## src/lsm_cfg.svh

```systemverilog
/*
  Offsets, field positions, reset values and timing counts of the light
  sensor measurement block. Assumes it is included once per file by name.
*/
`ifndef LSM_CFG_SVH
`define LSM_CFG_SVH

// ==========================================================================
// Register indices (byte address is four times the index)
`define LSM_IDX_CMD1      4'h0
`define LSM_IDX_CMD2      4'h1
`define LSM_IDX_DATA_LO   4'h2
`define LSM_IDX_DATA_HI   4'h3
`define LSM_IDX_LT_LO     4'h4
`define LSM_IDX_LT_HI     4'h5
`define LSM_IDX_HT_LO     4'h6
`define LSM_IDX_HT_HI     4'h7
`define LSM_IDX_CTRL      4'h8
`define LSM_IDX_STAT      4'h9
`define LSM_IDX_LAST      4'h9

// ==========================================================================
// Field positions
`define LSM_OP_MSB        7
`define LSM_OP_LSB        5
`define LSM_FLAG_BIT      2
`define LSM_PRST_MSB      1
`define LSM_PRST_LSB      0
`define LSM_RES_MSB       3
`define LSM_RES_LSB       2
`define LSM_SPAN_MSB      1
`define LSM_SPAN_LSB      0
`define LSM_CTRL_ONESHOT  0
`define LSM_CTRL_SHOT_IR  1
`define LSM_CTRL_EXT_EN   2
`define LSM_CTRL_EXT_MARK 3

// ==========================================================================
// Reset values
`define LSM_RST_CMD1      8'h00
`define LSM_RST_CMD2      8'h00
`define LSM_RST_DATA      16'h0000
`define LSM_RST_LT        16'h0000
`define LSM_RST_HT        16'hFFFF

// ==========================================================================
// Oscillator cycles per conversion and result ceilings per resolution
`define LSM_OSC_CYC_16    17'h10000
`define LSM_OSC_CYC_12    17'h01000
`define LSM_OSC_CYC_8     17'h00100
`define LSM_OSC_CYC_4     17'h00010
`define LSM_MAX_16        16'hFFFF
`define LSM_MAX_12        16'h0FFF
`define LSM_MAX_8         16'h00FF
`define LSM_MAX_4         16'h000F

// Consecutive out-of-window conversions needed per persistence code
`define LSM_PERSIST_0     5'h01
`define LSM_PERSIST_1     5'h04
`define LSM_PERSIST_2     5'h08
`define LSM_PERSIST_3     5'h10

`endif

```

## src/lsm_pkg.sv

```systemverilog
/*
  Types of the light sensor measurement block.
  Assumes lsm_cfg.svh holds all numeric constants.
*/
package lsm_pkg;

  // ========================================================================
  // Operation codes
  typedef enum logic [2:0] {
    LSM_OP_OFF = 3'b000,
    LSM_OP_VIS = 3'b101,
    LSM_OP_IR  = 3'b110
  } lsm_op_t;

  // ========================================================================
  // Sequencer states
  typedef enum logic [1:0] {
    LSM_ST_OFF   = 2'b00,
    LSM_ST_ARM   = 2'b01,
    LSM_ST_INTEG = 2'b10
  } lsm_state_t;

endpackage

```

## src/lsm_top.sv

```systemverilog
/*
  Light sensor measurement sequencer with APB register file and
  open-drain threshold alarm.
  Assumes: osc_in is the free running conversion oscillator from a pin,
  vis_pulse and ir_pulse are charge-balance pulses of the two photodiode
  converters, all asynchronous to pclk and slower than pclk / 4.
*/
//
// Summary of operation
// - Start powered down, no conversion uncommanded
// - Result reads zero until first conversion
// - One-shot converts once then powers down
// - Continuous mode repeats, overwriting result
// - Power-down command stops conversion, not a pending one-shot
// - Internal timing counts oscillator, n selectable
// - External timing: period between two marks
// - Visible and infrared channel selections
// - Result unsigned, resolution wide, max 16
// - Alarm active low, open drain
// - Alarm when above high or below low
// - Conversions continue while alarm asserted
// - Persistence filters short excursions
// - Host selects full-scale span, first most sensitive
// - Operation code 000 off, 101 visible, 110 IR
// - Persistence codes need 1,4,8,16 conversions
// - Alarm held until first command register read
// - Resolution sets 65536/4096/256/16 cycles
`timescale 1ns/1ps
`include "lsm_cfg.svh"

module lsm_top
  import lsm_pkg::*;
(
  input  wire logic        pclk,
  input  wire logic        presetn,
  input  wire logic        psel,
  input  wire logic        penable,
  input  wire logic        pwrite,
  input  wire logic [11:0] paddr,
  input  wire logic [31:0] pwdata,
  output logic      [31:0] prdata,
  output logic             pready,
  output logic             pslverr,
  input  wire logic        osc_in,
  input  wire logic        vis_pulse,
  input  wire logic        ir_pulse,
  output logic             integ_active,
  output logic             chan_ir_sel,
  output logic      [1:0]  full_scale_span,
  output logic             alarm_n_out,
  output logic             alarm_n_oe
);

  // ========================================================================
  // Input synchronisers and edge detection
  logic [2:0] pin_s;
  logic [2:0] pin_d_r;
  logic       osc_rise;
  logic       vis_rise;
  logic       ir_rise;

  lsm_sync #(.W(3)) u_sync (
    .pclk    (pclk),
    .presetn (presetn),
    .d       ({ir_pulse, vis_pulse, osc_in}),
    .q       (pin_s)
  );

  always_ff @(posedge pclk or negedge presetn) begin
    if (!presetn) begin
      pin_d_r <= 3'b000;
    end else begin
      pin_d_r <= pin_s;
    end
  end

  assign osc_rise = pin_s[0] & ~pin_d_r[0];
  assign vis_rise = pin_s[1] & ~pin_d_r[1];
  assign ir_rise  = pin_s[2] & ~pin_d_r[2];

  // ========================================================================
  // APB decode
  logic [3:0] idx;
  logic       mapped;
  logic       acc;
  logic       wr_acc;
  logic       rd_setup;

  assign idx      = paddr[5:2];
  assign mapped   = (paddr[11:6] == 6'h00) && (paddr[1:0] == 2'b00)
                    && (idx <= `LSM_IDX_LAST);
  assign acc      = psel & penable;
  assign wr_acc   = acc & pwrite & mapped;
  assign rd_setup = psel & ~penable & ~pwrite;
  assign pready   = 1'b1;
  assign pslverr  = acc & ~mapped;

  // ========================================================================
  // Configuration registers
  logic [2:0]  op_r;
  logic [1:0]  persist_r;
  logic [1:0]  res_r;
  logic [1:0]  span_r;
  logic [15:0] thr_lo_r;
  logic [15:0] thr_hi_r;
  logic        ext_en_r;
  logic [2:0]  op_nxt;
  logic [1:0]  persist_nxt;
  logic [1:0]  res_nxt;
  logic [1:0]  span_nxt;
  logic [15:0] thr_lo_nxt;
  logic [15:0] thr_hi_nxt;
  logic        ext_en_nxt;
  logic        shot_req;
  logic        shot_ir_req;
  logic        ext_mark;
  logic        off_cmd;

  always_comb begin
    op_nxt      = op_r;
    persist_nxt = persist_r;
    res_nxt     = res_r;
    span_nxt    = span_r;
    thr_lo_nxt  = thr_lo_r;
    thr_hi_nxt  = thr_hi_r;
    ext_en_nxt  = ext_en_r;
    shot_req    = 1'b0;
    shot_ir_req = 1'b0;
    ext_mark    = 1'b0;
    off_cmd     = 1'b0;
    if (wr_acc) begin
      case (idx)
        `LSM_IDX_CMD1: begin
          op_nxt      = pwdata[`LSM_OP_MSB:`LSM_OP_LSB];
          persist_nxt = pwdata[`LSM_PRST_MSB:`LSM_PRST_LSB];
          off_cmd     = (pwdata[`LSM_OP_MSB:`LSM_OP_LSB] == LSM_OP_OFF);
        end
        `LSM_IDX_CMD2: begin
          res_nxt  = pwdata[`LSM_RES_MSB:`LSM_RES_LSB];
          span_nxt = pwdata[`LSM_SPAN_MSB:`LSM_SPAN_LSB];
        end
        `LSM_IDX_LT_LO: thr_lo_nxt[7:0]  = pwdata[7:0];
        `LSM_IDX_LT_HI: thr_lo_nxt[15:8] = pwdata[7:0];
        `LSM_IDX_HT_LO: thr_hi_nxt[7:0]  = pwdata[7:0];
        `LSM_IDX_HT_HI: thr_hi_nxt[15:8] = pwdata[7:0];
        `LSM_IDX_CTRL: begin
          ext_en_nxt  = pwdata[`LSM_CTRL_EXT_EN];
          shot_req    = pwdata[`LSM_CTRL_ONESHOT];
          shot_ir_req = pwdata[`LSM_CTRL_SHOT_IR];
          ext_mark    = pwdata[`LSM_CTRL_EXT_MARK];
        end
        default: begin
        end
      endcase
    end
  end

  always_ff @(posedge pclk or negedge presetn) begin
    if (!presetn) begin
      op_r      <= 3'(`LSM_RST_CMD1 >> `LSM_OP_LSB);
      persist_r <= 2'b00;
      res_r     <= 2'b00;
      span_r    <= 2'b00;
      thr_lo_r  <= `LSM_RST_LT;
      thr_hi_r  <= `LSM_RST_HT;
      ext_en_r  <= 1'b0;
    end else begin
      op_r      <= op_nxt;
      persist_r <= persist_nxt;
      res_r     <= res_nxt;
      span_r    <= span_nxt;
      thr_lo_r  <= thr_lo_nxt;
      thr_hi_r  <= thr_hi_nxt;
      ext_en_r  <= ext_en_nxt;
    end
  end

  // ========================================================================
  // Conversion sequencer
  lsm_state_t  state_r;
  lsm_state_t  state_nxt;
  logic [16:0] cyc_r;
  logic [16:0] cyc_nxt;
  logic [15:0] acc_r;
  logic [15:0] acc_nxt;
  logic [15:0] data_r;
  logic [15:0] data_nxt;
  logic        shot_r;
  logic        shot_nxt;
  logic        ir_r;
  logic        ir_nxt;
  logic        conv_done;
  logic        cont_mode;
  logic        want;
  logic        end_int;
  logic        pulse_sel;
  logic [16:0] cyc_lim;
  logic [15:0] res_max;

  // Only 101 and 110 run continuously
  assign cont_mode = (op_r == LSM_OP_VIS) || (op_r == LSM_OP_IR);
  assign want      = cont_mode || shot_r;
  assign pulse_sel = ir_r ? ir_rise : vis_rise;

  always_comb begin
    case (res_r)
      2'b00:   begin cyc_lim = `LSM_OSC_CYC_16; res_max = `LSM_MAX_16; end
      2'b01:   begin cyc_lim = `LSM_OSC_CYC_12; res_max = `LSM_MAX_12; end
      2'b10:   begin cyc_lim = `LSM_OSC_CYC_8;  res_max = `LSM_MAX_8;  end
      default: begin cyc_lim = `LSM_OSC_CYC_4;  res_max = `LSM_MAX_4;  end
    endcase
  end

  // Internal: oscillator count; external: second mark
  assign end_int = ext_en_r ? ext_mark
                            : (osc_rise && (cyc_r == cyc_lim - 17'h00001));

  always_comb begin
    state_nxt = state_r;
    cyc_nxt   = cyc_r;
    acc_nxt   = acc_r;
    data_nxt  = data_r;
    shot_nxt  = shot_r | shot_req;
    ir_nxt    = ir_r;
    conv_done = 1'b0;
    case (state_r)
      LSM_ST_OFF: begin
        cyc_nxt = 17'h00000;
        acc_nxt = 16'h0000;
        if (cont_mode || shot_req) begin
          ir_nxt    = shot_req ? shot_ir_req : (op_r == LSM_OP_IR);
          state_nxt = ext_en_nxt ? LSM_ST_ARM : LSM_ST_INTEG;
        end
      end
      LSM_ST_ARM: begin
        if (off_cmd && !shot_r) begin
          state_nxt = LSM_ST_OFF;
        end else if (ext_mark) begin
          state_nxt = LSM_ST_INTEG;
        end
      end
      LSM_ST_INTEG: begin
        if (osc_rise) begin
          cyc_nxt = cyc_r + 17'h00001;
        end
        // Unsigned count, saturates at n-bit full scale
        if (pulse_sel && (acc_r < res_max)) begin
          acc_nxt = acc_r + 16'h0001;
        end
        if (off_cmd && !shot_r) begin
          state_nxt = LSM_ST_OFF;
        end else if (end_int) begin
          conv_done = 1'b1;
          // Newest result overwrites, alarm or not
          data_nxt  = acc_nxt;
          cyc_nxt   = 17'h00000;
          acc_nxt   = 16'h0000;
          if (shot_r) begin
            shot_nxt  = shot_req;
            state_nxt = LSM_ST_OFF;
          end else if (!cont_mode) begin
            state_nxt = LSM_ST_OFF;
          end else begin
            ir_nxt    = (op_r == LSM_OP_IR);
            state_nxt = LSM_ST_INTEG;
          end
        end
      end
      default: begin
        state_nxt = LSM_ST_OFF;
      end
    endcase
  end

  always_ff @(posedge pclk or negedge presetn) begin
    if (!presetn) begin
      state_r <= LSM_ST_OFF;
      cyc_r   <= 17'h00000;
      acc_r   <= 16'h0000;
      data_r  <= `LSM_RST_DATA;
      shot_r  <= 1'b0;
      ir_r    <= 1'b0;
    end else begin
      state_r <= state_nxt;
      cyc_r   <= cyc_nxt;
      acc_r   <= acc_nxt;
      data_r  <= data_nxt;
      shot_r  <= shot_nxt;
      ir_r    <= ir_nxt;
    end
  end

  // ========================================================================
  // Alarm flag
  logic trip;
  logic flag_r;
  logic flag_nxt;
  logic flag_rd;

  lsm_window u_window (
    .pclk        (pclk),
    .presetn     (presetn),
    .conv_done   (conv_done),
    .restart     (state_r == LSM_ST_OFF),
    .data        (data_nxt),
    .thr_lo      (thr_lo_r),
    .thr_hi      (thr_hi_r),
    .persist_sel (persist_r),
    .trip        (trip)
  );

  assign flag_rd = acc & ~pwrite & mapped & (idx == `LSM_IDX_CMD1);

  // Held until command read completes; a new trip wins
  always_comb begin
    flag_nxt = flag_r;
    if (flag_rd) begin
      flag_nxt = 1'b0;
    end
    if (trip) begin
      flag_nxt = 1'b1;
    end
  end

  always_ff @(posedge pclk or negedge presetn) begin
    if (!presetn) begin
      flag_r <= 1'b0;
    end else begin
      flag_r <= flag_nxt;
    end
  end

  assign alarm_n_out = 1'b0;
  assign alarm_n_oe  = flag_r;

  // ========================================================================
  // Read data, captured in the setup phase
  logic [31:0] rd_nxt;
  logic [31:0] prdata_r;

  always_comb begin
    rd_nxt = 32'h00000000;
    case (idx)
      `LSM_IDX_CMD1:    rd_nxt[7:0] = {op_r, 2'b00, flag_r, persist_r};
      `LSM_IDX_CMD2:    rd_nxt[7:0] = {4'h0, res_r, span_r};
      `LSM_IDX_DATA_LO: rd_nxt[7:0] = data_r[7:0];
      `LSM_IDX_DATA_HI: rd_nxt[7:0] = data_r[15:8];
      `LSM_IDX_LT_LO:   rd_nxt[7:0] = thr_lo_r[7:0];
      `LSM_IDX_LT_HI:   rd_nxt[7:0] = thr_lo_r[15:8];
      `LSM_IDX_HT_LO:   rd_nxt[7:0] = thr_hi_r[7:0];
      `LSM_IDX_HT_HI:   rd_nxt[7:0] = thr_hi_r[15:8];
      `LSM_IDX_CTRL:    rd_nxt[7:0] = {5'h00, ext_en_r, 2'b00};
      `LSM_IDX_STAT:    rd_nxt[7:0] = {4'h0, ir_r, shot_r, state_r};
      default:          rd_nxt      = 32'h00000000;
    endcase
    if (!mapped) begin
      rd_nxt = 32'h00000000;
    end
  end

  always_ff @(posedge pclk or negedge presetn) begin
    if (!presetn) begin
      prdata_r <= 32'h00000000;
    end else if (rd_setup) begin
      prdata_r <= rd_nxt;
    end
  end

  assign prdata          = prdata_r;
  assign integ_active    = (state_r == LSM_ST_INTEG);
  assign chan_ir_sel     = ir_r;
  assign full_scale_span = span_r;

endmodule

```

## src/lsm_sync.sv

```systemverilog
/*
  Two-flop synchroniser for a vector of independent levels.
  Assumes each bit is a slow level or pulse longer than two pclk periods.
*/
`timescale 1ns/1ps

module lsm_sync #(
  parameter int W = 1
) (
  input  wire logic         pclk,
  input  wire logic         presetn,
  input  wire logic [W-1:0] d,
  output logic      [W-1:0] q
);

  logic [W-1:0] meta_r;

  always_ff @(posedge pclk or negedge presetn) begin
    if (!presetn) begin
      meta_r <= '0;
      q      <= '0;
    end else begin
      meta_r <= d;
      q      <= meta_r;
    end
  end

endmodule

```

## src/lsm_window.sv

```systemverilog
/*
  Threshold window check with persistence filter.
  Assumes conv_done is a one-cycle pulse with data valid in that cycle.
*/
`timescale 1ns/1ps
`include "lsm_cfg.svh"

module lsm_window
  import lsm_pkg::*;
(
  input  wire logic        pclk,
  input  wire logic        presetn,
  input  wire logic        conv_done,
  input  wire logic        restart,
  input  wire logic [15:0] data,
  input  wire logic [15:0] thr_lo,
  input  wire logic [15:0] thr_hi,
  input  wire logic [1:0]  persist_sel,
  output logic             trip
);

  logic [4:0] run_r;
  logic [4:0] run_nxt;
  logic [4:0] need;
  logic [4:0] run_inc;
  logic       outside;

  always_comb begin
    case (persist_sel)
      2'b00:   need = `LSM_PERSIST_0;
      2'b01:   need = `LSM_PERSIST_1;
      2'b10:   need = `LSM_PERSIST_2;
      default: need = `LSM_PERSIST_3;
    endcase
  end

  assign outside = (data > thr_hi) || (data < thr_lo);
  // Saturate so a long excursion cannot wrap back under the need
  assign run_inc = (run_r == 5'h1F) ? run_r : run_r + 5'h01;

  always_comb begin
    run_nxt = run_r;
    trip    = 1'b0;
    if (restart) begin
      run_nxt = 5'h00;
    end else if (conv_done) begin
      if (outside) begin
        run_nxt = run_inc;
        trip    = (run_inc >= need);
      end else begin
        run_nxt = 5'h00;
      end
    end
  end

  always_ff @(posedge pclk or negedge presetn) begin
    if (!presetn) begin
      run_r <= 5'h00;
    end else begin
      run_r <= run_nxt;
    end
  end

endmodule

```

## config.mk

```make
export PLATFORM = sky130hd
export DESIGN_NAME = lsm_top
export DESIGN_NICKNAME = d
export VERILOG_FILES = /design/src/lsm_pkg.sv /design/src/lsm_top.sv /design/src/lsm_sync.sv /design/src/lsm_window.sv
export VERILOG_INCLUDE_DIRS = /design/src
export SDC_FILE = /design/constraint.sdc
export NUM_CORES = 1
export LEC_CHECK = 0
export BUFFER_PORTS_ARGS = -buffer_cell sky130_fd_sc_hd__clkbuf_2
export CAP_MARGIN = 0
export CELL_PAD_IN_SITES_DETAIL_PLACEMENT = 1
export CELL_PAD_IN_SITES_GLOBAL_PLACEMENT = 1
export CORE_ASPECT_RATIO = 1.5
export CORE_MARGIN = 2
export CORE_UTILIZATION = 45
export CTS_CLUSTER_SIZE = 10
export DETAILED_ROUTE_END_ITERATION = 12
export PLACE_DENSITY_LB_ADDON = 0.12
export SETUP_SLACK_MARGIN = 0.3
export SYNTH_ARGS = -nofsm -noshare
export SYNTH_HDL_FRONTEND = slang
export SYNTH_SLANG_ARGS = --single-unit
```

## constraint.sdc

```tcl
create_clock -name pclk -period 5 [get_ports pclk]
set_input_delay 0.5 -clock pclk [delete_from_list [all_inputs] [get_ports pclk]]
set_output_delay 0.5 -clock pclk [all_outputs]
set_load 0.05 [all_outputs]
```

==> results of run 1 <==
stage by stage:
stage | util | hold WS [ns] | setup slack, ns
floorplan | - | 0.2044 | 0.6212
global placement | 0.4869 | 0.3317 | -0.1641
detailed placement | 0.4869 | 0.3418 | -0.2874
CTS | 0.5328 | 0.1630 | 0.3065
global route | 0.5599 | 0.1625 | 0.2203
finish | 0.5599 | 0.1776 | 0.3479
placed cells by master (no fill, tap or decap), drive strengths merged, types with 5 or more instances in the layout:
master	Yosys	routed
nor4	6	6
nor2b	9	9
nor2	34	34
nor3	12	12
nand4	15	15
buf	30	49
nand2	109	109
dfrtp	102	102
conb	2	26
a21oi	46	46
or3	15	15
inv	51	51
mux2i	11	11
a31oi	16	16
nand3	21	22
dfstp	16	16
a22oi	5	5
mux2	23	23
and3	15	15
clkbuf	27	62
nand2b	9	9
xnor2	22	22
and2	6	6
a211oi	7	7
ha	51	51
o21ai	98	98
layer usage:
layer  share of wire  global-route usage
met2            0.54              0.5158
met4           0.053              0.1515
met5               0                   0
met3           0.037             0.04615
met1            0.37              0.3064
power groups by stage:
stage | logic (mW) | clock network (mW) | registers, mW
6_report | 0.279 | 1.32 | 1.06
5_1_grt | 0.304 | 1.38 | 1.07
4_1_cts | 0.269 | 1.34 | 1.06
3_5_place_dp | 0.265 | 0 | 1.08
3_3_place_gp | 0.248 | 0 | 1.07
2_1_floorplan | 0.194 | 0 | 1.05
registers in the layout, indices dropped and copies added (netlist names):
signal / flops
persist_r: 2
ext_en_r: 1
res_r: 2
u_sync.meta_r: 3
full_scale_span: 2
u_sync.q: 3
u_window.run_r: 5
chan_ir_sel: 1
shot_r: 1
op_r: 3
thr_lo_r: 16
thr_hi_r: 16
prdata: 8
data_r: 16
cyc_r: 17
alarm_n_oe: 1
state_r: 2
pin_d_r: 3
acc_r: 16
cell type report:
type | count | area, sq um | share of cell area
flip-flops and latches | 118 | 2975 | 0.3282
multi-input cells | 623 | 4412 | 0.4867
well taps | 206 | 257.7 | 0.02843
inverters | 51 | 191.4 | 0.02112
clock inverters | 10 | 143.9 | 0.01587
clock buffers | 22 | 494.2 | 0.05452
repair buffers | 89 | 590.6 | 0.06515
logic make-up after synthesis:
kind of cell             synth area share
flip-flops                         0.3983
multiplexers                      0.06153
AO/OA/AOI/OAI                      0.1710
other                            0.001006
buffers and inverters             0.06907
adder cells (fa/ha/maj)           0.08550
AND/OR/NAND/NOR                    0.1842
XOR/XNOR                          0.02934
cell usage after synthesis (all sizes together), types with 3 or more instances:
| cell type | n | area (sq um) |
|---|---|---|
| a211oi | 7 | 52.55 |
| a21o | 4 | 31.28 |
| a21oi | 46 | 237.7 |
| a22oi | 5 | 37.54 |
| a31oi | 16 | 106.4 |
| a32o | 3 | 30.03 |
| and2 | 6 | 37.54 |
| and3 | 15 | 93.84 |
| and4 | 4 | 35.03 |
| buf | 30 | 222.7 |
| clkbuf | 27 | 101.4 |
| dfrtp | 102 | 2552 |
| dfstp | 16 | 420.4 |
| ha | 51 | 638.1 |
| inv | 51 | 191.4 |
| mux2 | 23 | 259.0 |
| mux2i | 11 | 110.1 |
| mux4 | 4 | 90.09 |
| nand2 | 109 | 409.1 |
| nand2b | 9 | 56.30 |
| nand3 | 21 | 105.1 |
| nand3b | 4 | 30.03 |
| nand4 | 15 | 93.84 |
| nor2 | 34 | 127.6 |
| nor2b | 9 | 56.30 |
| nor3 | 12 | 70.07 |
| nor4 | 6 | 52.55 |
| o2111ai | 4 | 35.03 |
| o211ai | 4 | 30.03 |
| o21a | 4 | 30.03 |
| o21ai | 98 | 505.5 |
| o31ai | 3 | 22.52 |
| or2 | 3 | 18.77 |
| or3 | 15 | 93.84 |
| or4 | 4 | 30.03 |
| xnor2 | 22 | 192.7 |
| xor2 | 3 | 26.28 |
worst max-delay path: cells and delay by family (launching register included):
family,cells,cell delay (ns)
AOI/OAI and AO/OA,8,1.52
DFF,1,0.45
xor gates and xnor gates,1,0.12
and+or+nand+nor,6,1.45
adders and majority gates,2,0.52
buffers and inverters,3,0.49
final timing paths:
kind	from	to	slack, ns
worst max-delay path	res_r[0]$_DFFE_PN0P_	u_window.run_r[2]$_DFFE_PN0P_	0.35
worst min-delay path	osc_in	u_sync.meta_r[0]$_DFF_PN0_	0.18
worst max register to register	res_r[0]$_DFFE_PN0P_	u_window.run_r[2]$_DFFE_PN0P_	0.35
worst min register to register	u_sync.meta_r[2]$_DFF_PN0_	u_sync.q[2]$_DFF_PN0_	0.35
max in group asynchronous	presetn	res_r[0]$_DFFE_PN0P_	3.52
min in group asynchronous	presetn	thr_lo_r[5]$_DFFE_PN0P_	0.27
repair_timing:
item / 4_1_cts / 5_1_grt
cloned: 0 / 1
endpoints found under the setup margin: 6 / 6
setup buffers: 2 / 21
gates resized for setup: 25 / 62
pin swaps: 5 / 29
==> out/results.ini, run 1 <==
[setup_path]
max_stage_delay_ns = 0.53
worstPathArrival_ns = 4.98
cp-end-kind = flip-flop
path_max_fanout = 14
start_kind = flip-flop
crit_chain = nand2b_4 -> ha_4 -> xnor2_2 -> or4b_4 -> a2111oi_4 -> a21o_2 -> nand3_2 -> buf_6 -> buf_6 -> nand2_2 -> o21ai_4 -> ha_4 -> a211oi_4 -> o21ai_1 -> o211ai_1 -> nand4_1 -> nor3b_4 -> buf_6 -> o21ai_4 -> o311ai_2
required_ns = 5.33
path_class = reg -> reg
crit_top_cell = buf_6
critPathSlowestCell = or4b_4
r2r_cells = 20

[clocking]
cts_root_buf = clkbuf_16
clk_latency_ns = 0.43
clock-sinks = 118
clk_pin_slew_ns = 0.06
clockBufferDepth = 2
cts_tree = done
h-tree-depth = 4
cts_hold_buf = 0
cts-buffers-inserted = 17

[pwr]
intPower_mw = 1.944
power_mw = 2.661
ir_worst_vdd_mv = 0.1909
seqPwrFrac = 0.399
p_clk_frac = 0.496
swShare = 0.2693
power_frac_comb = 0.105
power.net_switching_mw = 0.7167
p_per_area_nw_per_um2 = 293.6
power.leakage_nw = 4.225

[detailed_routing]
first_pass_iters = 4
dr.first_iter.drc_count = 323
wire_per_inst_um = 22.37
via_per_inst = 5.970
drtAntennaViolNets = 0
drc = 0
wirelength_mm = 25.04
dr_total_vias = 6680

[yosys]
ys_seq_elements = 118
synth_area_sq_um = 7463
synth_edf_count = 0
yosysUniqueCellTypes = 68
synth_area_per_cell_sq_um = 9.058
ys.flop_type = dfrtp_1
ys_warn_count = 0
syn_inst = 824
synth-seq-area-share = 0.3983
async_flop_share = 1.000

[placed_design]
place_area_sq_um = 7883
gp_congestion = 0.9217
hpwl_mm = 17.58
dpl.cell_count = 1063
portBuffers = 41

[timing]
setup_violations = 0
fin_tns_setup_ns = 0
tightest_slew_ns = 1.146
clock.fmax_mhz = 215.0
fin_crit_ns = 4.652
finalClockSkew_ns = 0.008295
max_slew_margin = 0.2332
slew_viol_final = 0
finalCritPeriodShare = 0.9304
hold_viol = 0
rsz0062_at_grt = true

[floorplanning]
die_h_um = 161.7
dieArea_sq_um = 17650
initial_core_util = 0.4610
ios = 92
coreArea_sq_um = 16190
rows = 57
die_x_um = 109.2

[cells_and_area]
synthToLayoutAreaGrowth_pct = 21.46
drive_gt1_frac = 0.2508
nFillCells = 1884
layout.nets = 1003
fin_area_sq_um = 9065
finalNonFillerCells = 1119
n_antenna_cell = 0

[worst_hold_path]
hold_depth = 1
hold_class = in -> reg

[grt]
antenna_found_initial = 0
grt.overflow.total = 0
grtUsageTotal = 0.2834
grt_pass1_vias = 7165
grt_pass1_wl_mm = 37.69
grt_max_degree = 80

[outcome]
outcome = complete, no violations

[job]
max-cap-violations = 0

No activity file was read; power rests on OpenSTA's default activity.
==> inputs of run 2 (changes only) <==
==> constraint.sdc (replaced) <==
create_clock -name pclk -period 5 [get_ports pclk]
set_input_delay 0 -clock pclk [delete_from_list [all_inputs] [get_ports pclk]]
set_output_delay 0 -clock pclk [all_outputs]
set_load 0.05 [all_outputs]
==> run 2 against run 1 <==
Core utilization up 0.95 points. Non-clock buffer count up 11. Setup slack better by 0.041 ns. First-iteration DRC count down 6.8%. Hold slack worse by 0.11 ns. Flip-flop and latch count unchanged. Via count up 1.2%. Register-to-register slack better by 0.04 ns. Clock power up 9.8%. Critical path type unchanged. Critical endpoint unchanged. Largest cell class unchanged.
==> out/results.ini, run 2 (synthesis gave the netlist of run 1 again) <==
[cells_and_area]
n_antenna_cell = 0
multi_input_area_sq_um = 4363
drive_gt1_frac = 0.2373
regArea_sq_um = 2975
final_cell_mix = 108 x nand2_1, 100 x dfrtp_1, 75 x o21ai_0, 50 x inv_1, 43 x a21oi_1
post-route-util = 0.5694
synthToLayoutAreaGrowth_pct = 23.52
largest_reg_flops = 17
mostFrequentLayoutCell = nand2_1
regMostFlops = cyc_r
nFillCells = 1855
layout.nets = 1013

[clocking]
h-tree-depth = 4
clk_pin_slew_ns = 0.06
cts_root_buf = clkbuf_16
clock-sinks = 118
cts_tree = done
cts-buffers-inserted = 17
clk_latency_ns = 0.42
clockBufferDepth = 2

[timing]
setup_violations = 0
max_slew_margin = 0.1632
fin_tns_setup_ns = 0
clock.fmax_mhz = 216.9
rsz0062_at_grt = false
finalCritPeriodShare = 0.9223
tightest_slew_ns = 1.251
fin_crit_ns = 4.611
finalClockSkew_ns = 0.01744
slew_viol_final = 0
hold_viol = 0

[worst_hold_path]
hold_depth = 3
hold_class = in -> reg

[detailed_routing]
wirelength_mm = 25.59
first_pass_iters = 4
dr_total_vias = 6758
dr.first_iter.drc_count = 301
wire_per_inst_um = 22.67
drtAntennaViolNets = 0
drc = 0
via_per_inst = 5.986

[floorplanning]
rows = 57
ios = 92
coreArea_sq_um = 16190
die_h_um = 161.7
initial_core_util = 0.4610
die_x_um = 109.2
dieArea_sq_um = 17650

[grt]
grt_pass1_wl_mm = 39.26
grt_pass1_vias = 7370
grt.overflow.total = 0
antenna_found_initial = 0
grt_max_degree = 66
grtUsageTotal = 0.2922

[placed_design]
gp_congestion = 0.9657
portBuffers = 41
hpwl_mm = 17.47

[setup_path]
r2r_cells = 18
cp-end-kind = flip-flop
path_class = reg -> reg
path_max_fanout = 6
required_ns = 5.27
path_delay_family = compound AO/OA/AOI/OAI gates
r2r_slack_ns = 0.39
crit_chain = nand2_4 -> ha_4 -> xnor2_1 -> or4b_4 -> a2111oi_4 -> a21o_2 -> nand3_4 -> buf_12 -> buf_4 -> o21ai_2 -> ha_1 -> nand3_1 -> nand2_1 -> a2111oi_2 -> o21ai_1 -> a32o_2 -> o21ai_4 -> o311ai_2
start_kind = flip-flop
worstPathArrival_ns = 4.89
max_stage_delay_ns = 0.53
critPathSlowestCell = or4b_4
worst-path-stages = 18
path_buf_inv = 2

[pwr]
power_mw = 2.799
ir_worst_vdd_mv = 0.1656
power.leakage_nw = 4.261
p_per_area_nw_per_um2 = 303.6

[job]
max-cap-violations = 0

[outcome]
outcome = complete, no violations

run 2: cell types whose count changed in the layout (fill, tap and decap cells not counted), moves of 3 or more:
cell           before  now
o21ai_0            72   75
buf_4              43   40
bufinv_16           3    6
dlygate4sd3_1       0   14
buf_6               6    2
ha_4                5    8
run 2: repair_timing:
action                                 4_1_cts  5_1_grt
hold buffers                                14        0
endpoints found under the hold margin       89        0
setup endpoints to repair                    6        6
pin swaps                                    2       20
cloned                                       0        3
setup buffers                                3       16
resized for setup                           15       52
run 2: metal layers:
layer	vias to the layer above	track usage	wire length, um
met5	-	0	0
met4	0	0.1119	1016
met3	70	0.04575	962
met2	215	0.5438	14080
met1	3402	0.3260	9534
li1	3071	-	-
run 2: power breakdown:
group	internal, mW	switching (mW)	total [mW]
combinational	0.0981	0.187	0.285
clock	0.975	0.473	1.45
sequential	1.00	0.0643	1.07
total	2.07	0.724	2.80
run 2: tightest hold or removal path, delay by kind of cell:
family | cells | cell delay (ns)
compound gates | 1 | 0.11
buf+inv | 1 | 0.11
simple gates | 1 | 0.20
run 2: cell type report:
type / instances / area share
Multi-Input combinational cell: 622 / 0.4733
Sequential cell: 118 / 0.3227
Timing Repair Buffer: 100 / 0.08008
Clock buffer: 20 / 0.05062
Tap cell: 206 / 0.02796
Clock inverter: 12 / 0.02416
Inverter: 51 / 0.02117
run 2: path summary, 6_finish.rpt:
kind | start | endpoint
min in group asynchronous | presetn | thr_lo_r[5]$_DFFE_PN0P_
setup reg to reg | res_r[1]$_DFFE_PN0P_ | u_window.run_r[2]$_DFFE_PN0P_
max in group asynchronous | presetn | res_r[1]$_DFFE_PN0P_
hold / removal | psel | prdata[7]$_DFFE_PN0P_
hold reg to reg | u_sync.meta_r[1]$_DFF_PN0_ | u_sync.q[1]$_DFF_PN0_
setup / recovery | res_r[1]$_DFFE_PN0P_ | u_window.run_r[2]$_DFFE_PN0P_
run 2: per-stage QoR:
stage          hold slack [ns]  instance area, sq um  std cells  setup slack [ns]
2_1_floorplan          -0.2956                  7553        848            0.6212
3_3_place_gp            0.1079                  7880       1061            0.2537
3_5_place_dp            0.1105                  7880       1061           0.03214
4_1_cts                0.07201                  8796       1110            0.3206
5_1_grt                 0.1203                  9219       1129            0.2384
6_report               0.06346                  9219       1129            0.3886
